File: src/wdcm_pkg.sv
// Constants, layouts and types shared by the watchdog and clock monitor
package wdcm_pkg;
    // Register offsets on the plain register port
    localparam logic [1:0] ADDR_SVC = 2'h0;
    localparam logic [1:0] ADDR_STAT = 2'h1;
    localparam logic [1:0] ADDR_TSEL = 2'h2;
    // Service register field positions
    localparam int SVC_WIN_LSB = 6;
    localparam int SVC_KEY_LSB = 1;
    localparam int SVC_CM_BIT = 0;
    localparam logic [4:0] SVC_KEY = 5'h0c;
    // Reset values of the service settings
    localparam logic [1:0] WIN_RESET = 2'h3;
    localparam logic CM_RESET = 1'b1;
    localparam logic [2:0] TSEL_RESET = 3'h0;
    // Option byte bit that enables the watchdog when zero
    localparam int OPT_WD_BIT = 2;
    // Status register bit positions
    localparam int ST_PEND = 0;
    localparam int ST_WDERR = 1;
    localparam int ST_CMERR = 2;
    localparam int ST_CONF = 3;
    localparam int ST_DRIVE = 4;
    localparam int ST_CMFAIL = 5;
    // Window limits in idle-timer clocks
    localparam int LOWER_LIMIT = 2048;
    localparam int UPPER_BASE = 8192;
    localparam int IDLE_SEL_BASE = 12;
    // Fault pulse tail after the pin reads low, in system clocks
    localparam int HOLD_CYCLES = 16;
    // Clock monitor rejects instruction clocks slower than 1 kHz
    localparam int CLK_PERIOD_NS = 100;
    localparam int CM_THRESHOLD_NS = 1000000;
    localparam int CM_CYCLES = CM_THRESHOLD_NS / CLK_PERIOD_NS;

    typedef struct packed {
        logic [1:0] win;
        logic [4:0] key;
        logic cm;
    } svc_fields_s;

    typedef enum logic [1:0] {PULSE_IDLE, PULSE_PULL, PULSE_HOLD, PULSE_RELEASE} pulse_e;
endpackage : wdcm_pkg

File: src/watchdog_clock_monitor.sv
// Windowed watchdog and clock monitor sharing one open-drain fault pin
// What this block does
// Watchdog works only with option bit 2 at 0; fault pin then has pull-up.
// Detectors off in reset; afterwards armed with widest window and monitor on.
// Only the first keyed service write configures window and monitor until reset.
// Later writes must match key, window and monitor bits or raise an error.
// Service before upper limit and not within 2048 idle clocks of last one.
// Boot ROM entry suppresses lower check and services; exit services and re-arms.
// Fault pin held low 16 more cycles after it reads low, then released.
// Service window restarts when the fault pin returns high.
// Service writes are ignored while the fault pin is driven.
// A pin stuck low at power-up ends by a watchdog timeout and release.
// Monitor holds pin low while clock is slow, releases 16 cycles after recovery.
// Slow-clock threshold lies between 10 Hz and 5 kHz instruction clock.
// Watchdog counting pauses in stop and doze modes.
// Monitor stays active in stop and doze, so stop raises a monitor error.
// Doze exit gives a hardware service; stop exit reloads the window.
// Service register reads show zeros in the key field.
// First service after reset may come early without a lower-window error.
// Idle pending flag sets on selected idle counter bit toggle; software clears.
// Window bits pick 8k, 16k, 32k or 64k upper limit; lower fixed 2048.
// All window timing counts idle-timer clocks.
// A first write with a bad key errors and keeps reset settings.
module watchdog_clock_monitor
    import wdcm_pkg::*;
#(
    parameter int CM_LIMIT = CM_CYCLES
) (
    // Clock, resets, enable
    input wire logic sys_clk,
    input wire logic resetn,
    input wire logic por_n,
    input wire logic clk_en,
    // Register port
    input wire logic [1:0] addr,
    input wire logic [7:0] wdata,
    input wire logic wr,
    input wire logic rd,
    output logic [7:0] rdata,
    // Core status
    input wire logic [7:0] option_byte,
    input wire logic instr_tick,
    input wire logic stop_mode,
    input wire logic doze_mode,
    input wire logic boot_rom_enter,
    input wire logic boot_rom_exit,
    // Fault pin, open drain
    input wire logic fault_pin_i,
    output logic fault_pin_o,
    output logic fault_pin_oe,
    output logic fault_pullup_en,
    output logic idle_counter_pending
);
    function automatic logic [16:0] upper_limit(input logic [1:0] win_code);
        upper_limit = 17'(UPPER_BASE) << win_code;
    endfunction : upper_limit

    svc_fields_s wfield;
    logic wd_on;
    logic idle_tick;
    logic [16:0] idle_counter;
    logic idle_toggle;
    logic [2:0] idle_sel;
    logic [16:0] low_mask;
    logic [1:0] win;
    logic cm_en;
    logic configured;
    logic lower_en;
    logic [16:0] svc_count;
    logic [19:0] gap_count;
    logic cm_fail;
    logic wd_err_seen;
    logic cm_err_seen;
    logic stop_q;
    logic doze_q;
    pulse_e pstate;
    logic [4:0] hold_cnt;
    logic svc_wr;
    logic svc_take;
    logic key_ok;
    logic all_ok;
    logic early;
    logic svc_timeout;
    logic wd_trig;
    logic restart;
    logic pin_back;

    assign wfield = svc_fields_s'(wdata);
    assign wd_on = ~option_byte[OPT_WD_BIT];
    assign idle_tick = clk_en & instr_tick;
    assign svc_wr = clk_en & wr & (addr == ADDR_SVC);
    assign svc_take = svc_wr & wd_on & ~fault_pin_oe;
    assign key_ok = wfield.key == SVC_KEY;
    assign all_ok = key_ok & (wfield.win == win) & (wfield.cm == cm_en);
    // First write is exempt from the early check
    assign early = configured & lower_en & (svc_count < 17'(LOWER_LIMIT));
    assign svc_timeout = svc_count >= upper_limit(win);
    assign wd_trig = svc_take & (configured ? (~all_ok | early) : ~key_ok)
        | (svc_timeout & (pstate == PULSE_IDLE));
    assign pin_back = (pstate == PULSE_RELEASE) & fault_pin_i;
    assign restart = svc_take & ~wd_trig | pin_back
        | (doze_q & ~doze_mode) | (stop_q & ~stop_mode)
        | boot_rom_enter | boot_rom_exit;
    // Selected bit flips only when every bit below it carries
    assign low_mask = (17'h1 << (IDLE_SEL_BASE + int'(idle_sel))) - 17'h1;
    assign idle_toggle = idle_tick & (&(idle_counter | ~low_mask));

    // Idle timer survives external reset; only power-on clears it
    always_ff @(posedge sys_clk or negedge por_n) begin
        if (!por_n) begin
            idle_counter <= '0;
        end else if (idle_tick) begin
            idle_counter <= idle_counter + 17'd1;
        end
    end

    // Pending flag and timer select; a toggle beats a clear
    always_ff @(posedge sys_clk or negedge resetn) begin
        if (!resetn) begin
            idle_counter_pending <= 1'b0;
            idle_sel <= TSEL_RESET;
        end else if (clk_en) begin
            if (idle_toggle) begin
                idle_counter_pending <= 1'b1;
            end else if (wr && addr == ADDR_STAT && wdata[ST_PEND]) begin
                idle_counter_pending <= 1'b0;
            end
            if (wr && addr == ADDR_TSEL) begin
                idle_sel <= (wdata[2:0] > 3'h4) ? 3'h4 : wdata[2:0];
            end
        end
    end

    // Configuration from the first keyed write only
    always_ff @(posedge sys_clk or negedge resetn) begin
        if (!resetn) begin
            win <= WIN_RESET;
            cm_en <= CM_RESET;
            configured <= 1'b0;
        end else if (clk_en && svc_take && !configured && key_ok) begin
            win <= wfield.win;
            cm_en <= wfield.cm;
            configured <= 1'b1;
        end
    end

    // Mode edge history
    always_ff @(posedge sys_clk or negedge resetn) begin
        if (!resetn) begin
            stop_q <= 1'b0;
            doze_q <= 1'b0;
        end else if (clk_en) begin
            stop_q <= stop_mode;
            doze_q <= doze_mode;
        end
    end

    // Lower window check is lifted while running from boot ROM
    always_ff @(posedge sys_clk or negedge resetn) begin
        if (!resetn) begin
            lower_en <= 1'b1;
        end else if (clk_en) begin
            if (boot_rom_enter) begin
                lower_en <= 1'b0;
            end else if (boot_rom_exit) begin
                lower_en <= 1'b1;
            end
        end
    end

    // Service window counter in idle-timer clocks
    always_ff @(posedge sys_clk or negedge resetn) begin
        if (!resetn) begin
            svc_count <= '0;
        end else if (clk_en) begin
            if (restart) begin
                svc_count <= '0;
            end else if (idle_tick && !stop_mode && !doze_mode && wd_on
                         && pstate == PULSE_IDLE && !svc_timeout) begin
                svc_count <= svc_count + 17'd1;
            end
        end
    end

    // Gap between instruction ticks; counting on the system clock keeps it alive in stop
    always_ff @(posedge sys_clk or negedge resetn) begin
        if (!resetn) begin
            gap_count <= '0;
            cm_fail <= 1'b0;
        end else if (clk_en) begin
            if (instr_tick) begin
                gap_count <= '0;
            end else if (gap_count < 20'(CM_LIMIT)) begin
                gap_count <= gap_count + 20'd1;
            end
            cm_fail <= cm_en && wd_on && !instr_tick && gap_count >= 20'(CM_LIMIT);
        end
    end

    // Sticky error flags, set beats clear
    always_ff @(posedge sys_clk or negedge resetn) begin
        if (!resetn) begin
            wd_err_seen <= 1'b0;
            cm_err_seen <= 1'b0;
        end else if (clk_en) begin
            if (wd_trig) begin
                wd_err_seen <= 1'b1;
            end else if (wr && addr == ADDR_STAT && wdata[ST_WDERR]) begin
                wd_err_seen <= 1'b0;
            end
            if (cm_fail) begin
                cm_err_seen <= 1'b1;
            end else if (wr && addr == ADDR_STAT && wdata[ST_CMERR]) begin
                cm_err_seen <= 1'b0;
            end
        end
    end

    // Fault pulse sequencer
    always_ff @(posedge sys_clk or negedge resetn) begin
        if (!resetn) begin
            pstate <= PULSE_IDLE;
            hold_cnt <= '0;
            fault_pin_oe <= 1'b0;
        end else if (clk_en) begin
            unique case (pstate)
                PULSE_IDLE: begin
                    if (wd_on && (wd_trig || cm_fail)) begin
                        pstate <= PULSE_PULL;
                        fault_pin_oe <= 1'b1;
                    end
                end
                PULSE_PULL: begin
                    // Tail starts only once the wire is really low
                    if (!fault_pin_i) begin
                        pstate <= PULSE_HOLD;
                        hold_cnt <= '0;
                    end
                end
                PULSE_HOLD: begin
                    if (cm_fail) begin
                        hold_cnt <= '0;
                    end else if (hold_cnt == 5'(HOLD_CYCLES - 1)) begin
                        pstate <= PULSE_RELEASE;
                        fault_pin_oe <= 1'b0;
                    end else begin
                        hold_cnt <= hold_cnt + 5'd1;
                    end
                end
                PULSE_RELEASE: begin
                    if (fault_pin_i) begin
                        pstate <= PULSE_IDLE;
                    end
                end
            endcase
            if (!wd_on) begin
                pstate <= PULSE_IDLE;
                fault_pin_oe <= 1'b0;
            end
        end
    end

    // Pin drive level and pull-up
    always_ff @(posedge sys_clk or negedge resetn) begin
        if (!resetn) begin
            fault_pin_o <= 1'b0;
            fault_pullup_en <= 1'b0;
        end else if (clk_en) begin
            fault_pin_o <= 1'b0;
            fault_pullup_en <= wd_on;
        end
    end

    // Read data, one cycle after the strobe
    always_ff @(posedge sys_clk or negedge resetn) begin
        if (!resetn) begin
            rdata <= '0;
        end else if (clk_en) begin
            rdata <= '0;
            if (rd) begin
                unique case (addr)
                    ADDR_SVC: rdata <= {win, 5'h00, cm_en};
                    ADDR_STAT: rdata <= {2'h0, cm_fail, fault_pin_oe, configured,
                                         cm_err_seen, wd_err_seen, idle_counter_pending};
                    ADDR_TSEL: rdata <= {5'h00, idle_sel};
                    default: rdata <= '0;
                endcase
            end
        end
    end

    opt_disable_a: assert property (@(posedge sys_clk) disable iff (!resetn)
        option_byte[OPT_WD_BIT] && $past(option_byte[OPT_WD_BIT]) |-> !fault_pin_oe)
        else $error("fault pin driven with watchdog disabled");

    reset_defaults_a: assert property (@(posedge sys_clk) disable iff (!resetn)
        !configured |-> win == WIN_RESET && cm_en == CM_RESET)
        else $error("reset settings lost before configuration");

    key_read_a: assert property (@(posedge sys_clk) disable iff (!resetn)
        clk_en && rd && addr == ADDR_SVC |=> rdata[5:1] == 5'h00)
        else $error("key field visible on read");

    timeout_pull_a: assert property (@(posedge sys_clk) disable iff (!resetn)
        clk_en && wd_on && svc_timeout && pstate == PULSE_IDLE |=> fault_pin_oe)
        else $error("timeout did not pull the fault pin");

    hold_release_a: assert property (@(posedge sys_clk) disable iff (!resetn)
        clk_en && pstate == PULSE_HOLD && !cm_fail && hold_cnt == 5'(HOLD_CYCLES - 1)
        |=> !fault_pin_oe && pstate == PULSE_RELEASE)
        else $error("fault pin not released after hold");

    ignore_write_a: assert property (@(posedge sys_clk) disable iff (!resetn)
        fault_pin_oe && svc_wr |=> $stable(configured) && $stable(win) && $stable(cm_en))
        else $error("service write taken while pin driven");

    stop_pause_a: assert property (@(posedge sys_clk) disable iff (!resetn)
        stop_mode && stop_q && !boot_rom_enter && !boot_rom_exit && !svc_wr && !pin_back
        |=> svc_count == $past(svc_count))
        else $error("watchdog counted during stop");

    pend_set_a: assert property (@(posedge sys_clk) disable iff (!resetn)
        idle_toggle |=> idle_counter_pending)
        else $error("pending flag missed a toggle");

    bad_first_a: assert property (@(posedge sys_clk) disable iff (!resetn)
        svc_take && !configured && !key_ok |=> wd_err_seen && !configured)
        else $error("bad first key not flagged");

    pullup_follow_a: assert property (@(posedge sys_clk) disable iff (!resetn)
        clk_en |=> fault_pullup_en != $past(option_byte[OPT_WD_BIT]))
        else $error("pull-up does not follow the option bit");

    cfg_lock_a: assert property (@(posedge sys_clk) disable iff (!resetn)
        configured |=> $stable(win) && $stable(cm_en))
        else $error("settings changed after configuration");

    mismatch_err_a: assert property (@(posedge sys_clk) disable iff (!resetn)
        svc_take && configured && !all_ok |=> wd_err_seen)
        else $error("mismatched service not flagged");

    early_err_a: assert property (@(posedge sys_clk) disable iff (!resetn)
        svc_take && configured && lower_en && svc_count < 17'(LOWER_LIMIT) |=> wd_err_seen)
        else $error("early service not flagged");

    boot_enter_a: assert property (@(posedge sys_clk) disable iff (!resetn)
        clk_en && boot_rom_enter |=> !lower_en && svc_count == '0)
        else $error("boot entry did not service");

    pull_wait_a: assert property (@(posedge sys_clk) disable iff (!resetn)
        clk_en && wd_on && pstate == PULSE_PULL && fault_pin_i
        |=> fault_pin_oe && pstate == PULSE_PULL)
        else $error("pin released before it read low");

    back_restart_a: assert property (@(posedge sys_clk) disable iff (!resetn)
        clk_en && pin_back |=> svc_count == '0)
        else $error("window not restarted on pin return");

    cm_pull_a: assert property (@(posedge sys_clk) disable iff (!resetn)
        clk_en && wd_on && cm_fail && pstate == PULSE_IDLE |=> fault_pin_oe)
        else $error("monitor error did not pull the pin");

    cm_hold_a: assert property (@(posedge sys_clk) disable iff (!resetn)
        clk_en && wd_on && cm_fail && pstate == PULSE_HOLD |=> fault_pin_oe && hold_cnt == '0)
        else $error("pin tail ran while clock slow");

    doze_pause_a: assert property (@(posedge sys_clk) disable iff (!resetn)
        clk_en && doze_mode && !restart |=> $stable(svc_count))
        else $error("watchdog counted during doze");

    stop_exit_a: assert property (@(posedge sys_clk) disable iff (!resetn)
        clk_en && stop_q && !stop_mode |=> svc_count == '0)
        else $error("window not reloaded after stop");

    first_ok_a: assert property (@(posedge sys_clk) disable iff (!resetn)
        svc_take && !configured && key_ok && !svc_timeout |=> configured && svc_count == '0)
        else $error("first keyed service not taken");

    pend_clear_a: assert property (@(posedge sys_clk) disable iff (!resetn)
        clk_en && wr && addr == ADDR_STAT && wdata[ST_PEND] && !idle_toggle
        |=> !idle_counter_pending)
        else $error("pending flag not cleared");
endmodule : watchdog_clock_monitor

File: config.mk
export PLATFORM = sky130hd
export DESIGN_NAME = watchdog_clock_monitor
export DESIGN_NICKNAME = d
export VERILOG_FILES = /design/src/wdcm_pkg.sv /design/src/watchdog_clock_monitor.sv
export SDC_FILE = /design/constraint.sdc
export NUM_CORES = 1
export LEC_CHECK = 0
export ABC_AREA = 1
export BUFFER_PORTS_ARGS = -buffer_cell sky130_fd_sc_hd__buf_2
export CORE_ASPECT_RATIO = 1.75
export CORE_UTILIZATION = 42
export CTS_CLUSTER_SIZE = 40
export DETAILED_ROUTE_END_ITERATION = 10
export SLEW_MARGIN = 15
export SYNTH_ARGS = -nofsm -noshare
export SYNTH_HDL_FRONTEND = slang
export SYNTH_SLANG_ARGS = --single-unit
File: constraint.sdc
create_clock -name sys_clk -period 2.35 [get_ports sys_clk]
set_input_delay 0.47 -clock sys_clk [delete_from_list [all_inputs] [get_ports sys_clk]]
set_output_delay 0.47 -clock sys_clk [all_outputs]
set_load 0.005 [all_outputs]
==> results.sh, run 1 <==
export IMPL_io_pin_count=42
export IMPL_ys_ff_latch=85
export IMPL_vias=3901
export IMPL_syn_avg_cell_area_sq_um=7.95
export IMPL_syn_area_sq_um=4680
export IMPL_fillers=1082
export IMPL_synth_area_leader_cell="dfrtp_1"
export IMPL_cpMostUsedCell="nand2_1"
export IMPL_rr_startpoint="win[1]"
export IMPL_async_reset_ff_share_pct=100
export IMPL_die_w_um=81.8
export IMPL_fin_nets=685
export IMPL_powerDensity_nw_per_um2=694
export IMPL_cts_tree="built"
export IMPL_p_int_w=0.00277
export IMPL_peakVddDrop_mv=0.410
export IMPL_dr_pass1_iters=4
export IMPL_end_kind="register"
export IMPL_switching_share_pct=27.5
export IMPL_drc=0
export IMPL_hold_violations=0
export IMPL_path_class="register to register"
export IMPL_relSlewSlack_pct=42.5
export IMPL_antenna_found_initial=0
export IMPL_via_per_inst=5.05
export IMPL_cts_buffers=9
export IMPL_wl_um=10500
export IMPL_grt_max_degree=69
export IMPL_syn_inst=589
export IMPL_yosys_warnings=0
export IMPL_postRouteAntennaNets=0
export IMPL_reg2regPathDepth=13
export IMPL_p_sw_w=0.00105
export IMPL_power_leakage_nw=2.66
export IMPL_combPwrFrac_pct=14.3
export IMPL_max_cap_viol_count=0
export IMPL_r2r_slack_ns=0.14
export IMPL_place_hpwl_um=7820
export IMPL_synth_ff_type="dfrtp_1"
export IMPL_worstSetupEndpoint="svc_count[5]"
export IMPL_grt_pass1_wl_um=17400
export IMPL_final_cell_mix="nand2_1, nor2_1, dfrtp_1, inv_1, nand3_1"
export IMPL_fin_tns_setup_ns=0
export IMPL_clk_latency_ns=0.33
export IMPL_cts_hold_buffers_added=0
export IMPL_min_path_type="input pin to asynchronous set/reset pin"
export IMPL_drive_above_1_share_pct=14.0
export IMPL_core_area_sq_um=10800
export IMPL_final_common_cell="nand2_1"
export IMPL_clock_path_buffers=2
export IMPL_grt_overflow=0
export IMPL_io_buffers=33
export IMPL_diodes=0
export IMPL_netlist_top_cells_area="dfrtp_1, nand2_1, nor2_1"
export IMPL_crit_arrival_ns=2.43
export IMPL_multiInputGateArea_sq_um=2260
export IMPL_fin_crit_sh_pct=94.1
export IMPL_post_route_min_period_ns=2.21
export IMPL_finalSetupViolations=0
export IMPL_critPathRequiredTime_ns=2.57
export IMPL_final_cell_area_sq_um=5500
export IMPL_crit_start="win[1]"
export IMPL_synth_top_cell_area_share_pct=43.3
export IMPL_drtIter0Drc=162
export IMPL_post_dp_cell_area_sq_um=5070
export IMPL_cts_max_level=3
export IMPL_worstMarginPinSlew_ns=0.860
export IMPL_cts_root_buf="clkbuf_16"
export IMPL_row_count=50
export IMPL_pwr_share_clk_pct=41.0
export IMPL_synth_edf_count=0
export IMPL_cts_sinks=85
export IMPL_crit_path_max_incr_delay_ns=0.56
export IMPL_syn_nets=636
export IMPL_crit_slowest_cell="dfstp_2"
export IMPL_finalPower_w=0.00382
export IMPL_slew_viol_final=0
export IMPL_path_max_fanout=7
export IMPL_cp_buffers_inverters=2
export IMPL_fmax_mhz=452
export IMPL_regArea_sq_um=2130
export IMPL_grt_pass1_vias=4030
export IMPL_cp_depth=13
export IMPL_gp_congestion=0.819
export IMPL_floorplan_initialDensity_pct=43.5
export IMPL_cp_start_kind="register"
export IMPL_rsz0062_at_grt="false"
export IMPL_grt_use_total_pct=19.5
export IMPL_outcome="finished clean"
export IMPL_clk_pin_slew_ns=0.07
export IMPL_finClkSkew_ns=0.0103
export IMPL_post_drt_wl_per_cell_um=13.6
export IMPL_die_y_um=142
export IMPL_cp_cell_sequence="nand2_1, ha_1, nand2_2, inv_1, nand2_1, nand2_1, nor2_2, nand3_1, nand2_2, nand3_4, a21oi_4, clkbuf_16, nor2_1"
export IMPL_regToRegEndpoint="svc_count[5]"
export IMPL_ys_types=39
export IMPL_ys_seq_area_share_pct=45.5
export IMPL_syn_to_final_growth_pct=17.6
export IMPL_power_frac_seq_pct=44.7
export IMPL_die_area_sq_um=11600
export IMPL_cp_top_family="simple AND/OR/NAND/NOR gates"
## worst register-to-register path, delay by kind of cell (launching register included)
kind | cells | cell delay [ns]
flip-flops | 1 | 0.56
buffers and inverters | 2 | 0.23
AND/OR/NAND/NOR | 9 | 0.73
adder cells (fa/ha/maj) | 1 | 0.30
AO/OA/AOI/OAI | 1 | 0.26
## metal layers
layer / track usage [%] / up-vias / wire, um
li1: - / 1969 / -
met4: 8.59 / 0 / 315
met3: 3.34 / 22 / 197
met5: 0 / - / 0
met2: 36.8 / 51 / 5820
met1: 20.1 / 1859 / 4150
## worst min path at each step
stage                        to    from  slack [ns]
6_report        idle_counter[8]   por_n        0.05
5_1_grt        idle_counter[11]   por_n        0.06
4_1_cts         idle_counter[8]   por_n        0.05
3_5_place_dp    idle_counter[1]   por_n        0.41
3_3_place_gp    idle_counter[0]   por_n        0.41
2_1_floorplan       cm_err_seen  resetn        0.17
## synthesized netlist by cell type, types with 2 or more instances
library cell  number
nand3_1           44
dfrtp_1           81
xnor2_1            9
a31oi_1            2
dfstp_2            4
inv_1             79
a21oi_2            2
nand2_1          130
nor3b_1            2
nor2_1            82
ha_1              17
clkbuf_1           4
nand4_1            8
xor2_1            30
nor4_2             2
a21oi_1            8
buf_2              3
o22ai_1            4
a21o_1             2
nor3_1            16
o21ai_1            6
o21ai_0           37
## metrics by stage
step                worst slack [ns]  cells  utilization [%]  hold WS [ns]
CTS                           0.0612    771             50.3        0.0468
floorplan                      0.313    589                -         0.174
detailed placement             0.101    755             47.2         0.409
global route                 0.00348    773             51.2        0.0633
finish                         0.138    773             51.2        0.0468
global placement               0.162    755             47.2         0.408
## area by class of cell
| cell class | instances | area share (%) |
|---|---|---|
| flip-flops and latches | 85 | 38.7 |
| inverters | 81 | 5.55 |
| clock buffers | 10 | 4.34 |
| well taps | 130 | 2.96 |
| clock inverters | 6 | 1.70 |
| repair buffers | 47 | 5.68 |
| multi-input cells | 414 | 41.0 |
## power by group through the flow
stage,Combinational (W),Sequential (W),Clock (W)
finish,0.000548,0.00171,0.00156
global route,0.000632,0.00172,0.00168
CTS,0.000540,0.00171,0.00161
detailed placement,0.000534,0.00173,0
global placement,0.000510,0.00173,0
floorplan,0.000357,0.00171,0
## logic make-up (layout without fill, tap and decap cells)
kind of cell	Yosys count	after routing	share of synthesized area, %
XOR/XNOR	39	39	7.30
adder cells (fa/ha/maj)	17	17	4.54
AND/OR/NAND/NOR	291	291	27.1
buffers and inverters	90	144	7.56
AO/OA/AOI/OAI	65	65	7.67
other	1	1	0.0801
flip-flops	85	85	45.5
multiplexers	1	1	0.214
## flip-flops by register name, summed over array words and instances, names as in the netlist
| name | cells |
|---|---|
| gap_count | 20 |
| idle_counter | 17 |
| svc_count | 17 |
| rdata | 8 |
| hold_cnt | 5 |
| idle_sel | 3 |
| pstate | 2 |
| win | 2 |
| cm_en | 1 |
| cm_err_seen | 1 |
| cm_fail | 1 |
| configured | 1 |
| doze_q | 1 |
| fault_pin_oe | 1 |
| fault_pullup_en | 1 |
| idle_counter_pending | 1 |
| lower_en | 1 |
| stop_q | 1 |
| wd_err_seen | 1 |
## what timing repair did
item                                    in CTS  in global routing
gates resized for setup                      0                 13
endpoints found under the setup margin       0                 17
buffers inserted                             0                  1
Note: power is estimated with default switching activity, not from simulation.
==> run 2: changes to the inputs <==
==> constraint.sdc (replaced) <==
create_clock -name sys_clk -period 2.35 [get_ports sys_clk]
set_input_delay 0.1175 -clock sys_clk [delete_from_list [all_inputs] [get_ports sys_clk]]
set_output_delay 0.1175 -clock sys_clk [all_outputs]
set_load 0.005 [all_outputs]
==> run 2 against run 1 <==
Compared with the run above: power fell by 3.6%; utilization fell by 0.92 points; clock power fell by 8%; worst setup slack improved by 0.021 ns; global-route usage rose by 0.39 points; sequential power barely moved; cell count fell by 0.26%; final area fell by 1.8%; clock-buffer cell count rose by 3.
==> results.sh, run 2 (synthesis gave the netlist of run 1 again) <==
export IMPL_relSlewSlack_pct=49.6
export IMPL_post_drt_wl_per_cell_um=13.6
export IMPL_cts_max_level=3
export IMPL_clock_path_buffers=2
export IMPL_critPathRequiredTime_ns=2.56
export IMPL_rsz0062_at_grt="false"
export IMPL_power_leakage_nw=2.63
export IMPL_path_max_fanout=14
export IMPL_crit_path_max_incr_delay_ns=0.56
export IMPL_gp_congestion=0.832
export IMPL_reg2regPathDepth=11
export IMPL_drive_above_1_share_pct=12.3
export IMPL_io_pin_count=42
export IMPL_outcome="finished clean"
export IMPL_fin_tns_setup_ns=0
export IMPL_worstMarginPinSlew_ns=0.756
export IMPL_post_route_min_period_ns=2.19
export IMPL_via_per_inst=5.02
export IMPL_path_class="register to register"
export IMPL_clk_latency_ns=0.34
export IMPL_end_kind="register"
export IMPL_cp_start_kind="register"
export IMPL_syn_to_final_growth_pct=15.5
export IMPL_powerDensity_nw_per_um2=681
export IMPL_regToRegEndpoint="svc_count[2]"
export IMPL_core_area_sq_um=10800
export IMPL_drtIter0Drc=171
export IMPL_final_cell_mix="nand2_1, nor2_1, dfrtp_1, inv_1, nand3_1"
export IMPL_grt_overflow=0
export IMPL_r2r_slack_ns=0.16
export IMPL_grt_pass1_vias=3967
export IMPL_fin_crit_sh_pct=93.2
export IMPL_peakVddDrop_mv=0.579
export IMPL_die_area_sq_um=11600
export IMPL_dr_pass1_iters=4
export IMPL_postRouteAntennaNets=0
export IMPL_fmax_mhz=456
export IMPL_clk_pin_slew_ns=0.07
export IMPL_cts_tree="built"
export IMPL_cpMostUsedCell="nand2_1"
export IMPL_diodes=0
export IMPL_top_regs="gap_count: 20 flops, idle_counter: 17 flops, svc_count: 17 flops"
export IMPL_rr_startpoint="win[1]"
export IMPL_hold_violations=0
export IMPL_die_w_um=81.8
export IMPL_antenna_found_initial=0
export IMPL_largest_reg_flops=20
export IMPL_finalSetupViolations=0
export IMPL_worstSetupEndpoint="svc_count[2]"
export IMPL_place_hpwl_um=7950
export IMPL_grt_pass1_wl_um=17700
export IMPL_cts_sinks=85
export IMPL_cts_setup_buffers=0
export IMPL_crit_arrival_ns=2.41
export IMPL_wl_um=10500
export IMPL_crit_start="win[1]"
export IMPL_grt_use_total_pct=19.9
export IMPL_vias=3874
export IMPL_fin_nets=683
export IMPL_grt_max_degree=39
export IMPL_slew_viol_final=0
export IMPL_top_register="gap_count"
export IMPL_floorplan_initialDensity_pct=43.5
export IMPL_cts_root_buf="clkbuf_16"
export IMPL_row_count=50
export IMPL_final_common_cell="nand2_1"
export IMPL_finClkSkew_ns=0.00920
export IMPL_finalPower_w=0.00368
export IMPL_die_y_um=142
export IMPL_min_path_type="input pin to register"
export IMPL_crit_slowest_cell="dfstp_2"
export IMPL_fillers=1100
export IMPL_cts_buffers=9
export IMPL_io_buffers=33
export IMPL_drc=0
export IMPL_cp_cell_sequence="nand2_1, ha_1, a21oi_2, nand2_1, nor2_2, nand3_1, nand2_1, nand3_2, a21oi_2, buf_12, nor3_1"
export IMPL_max_cap_viol_count=0
[run 2: cell count changes in the layout (fill, tap and decap cells not counted), sizes merged]
cell	previous run	this run
bufinv	2	0
clkbuf	11	13
dlygate4sd3	0	3
inv	82	81
buf	46	42
[run 2: area by class of cell]
| cell class | instances | area [sq um] | share of cell area, % |
|---|---|---|---|
| Multi-Input combinational cell | 414 | 2210 | 40.9 |
| Sequential cell | 85 | 2130 | 39.4 |
| Inverter | 81 | 305 | 5.65 |
| Timing Repair Buffer | 45 | 288 | 5.32 |
| Clock buffer | 13 | 280 | 5.19 |
| Tap cell | 130 | 163 | 3.01 |
| Clock inverter | 3 | 26.3 | 0.486 |
[run 2: worst min path at each step]
stage          startpoint              end  slack [ns]  depth (start not counted)
5_1_grt          wdata[6]           win[0]        0.04                          3
6_report         wdata[7]           win[1]        0.03                          3
3_5_place_dp        por_n  idle_counter[3]        0.06                          1
4_1_cts          wdata[7]           win[1]        0.03                          3
3_3_place_gp        por_n  idle_counter[6]        0.05                          1
2_1_floorplan      resetn      cm_err_seen       -0.18                          0
[run 2: layer usage]
metal  routed length, um  global-route usage [%]
met1                4250                    22.0
met2                5790                    36.1
met5                   0                       0
met4                 220                    8.86
met3                 200                    3.15
[run 2: report_power, final]
part	internal, W	switching [W]	leakage [nW]	total (W)
Combinational	0.000212	0.000328	1.35	0.000540
Sequential	0.00158	0.000125	1.13	0.00171
Clock	0.000840	0.000592	0.152	0.00143
Total	0.00264	0.00104	2.63	0.00368
[run 2: repair_timing]
| item | CTS | global route |
|---|---|---|
| hold buffers | 3 | 0 |
| endpoints found under the setup margin | 0 | 9 |
| resized for setup | 0 | 5 |
| hold endpoints to repair | 47 | 0 |
[run 2: worst max-delay path, delay by kind of cell, from the launching register on]
family / cells / cell delay [ns]
buf+inv: 1 / 0.16
fa+ha+maj: 1 / 0.33
simple gates: 7 / 0.63
flops: 1 / 0.56
compound gates: 2 / 0.39
[run 2: metrics by stage]
step                cells  hold slack, ns  util, %  worst slack, ns  instance area [sq um]
floorplan             589          -0.178        -            0.313                   4680
CTS                   771          0.0303     50.1            0.113                   5390
global route          771          0.0363     50.2          0.00870                   5410
detailed placement    752          0.0593     47.0            0.139                   5050
global placement      752          0.0546     47.0            0.189                   5050
finish                771          0.0311     50.2            0.159                   5410
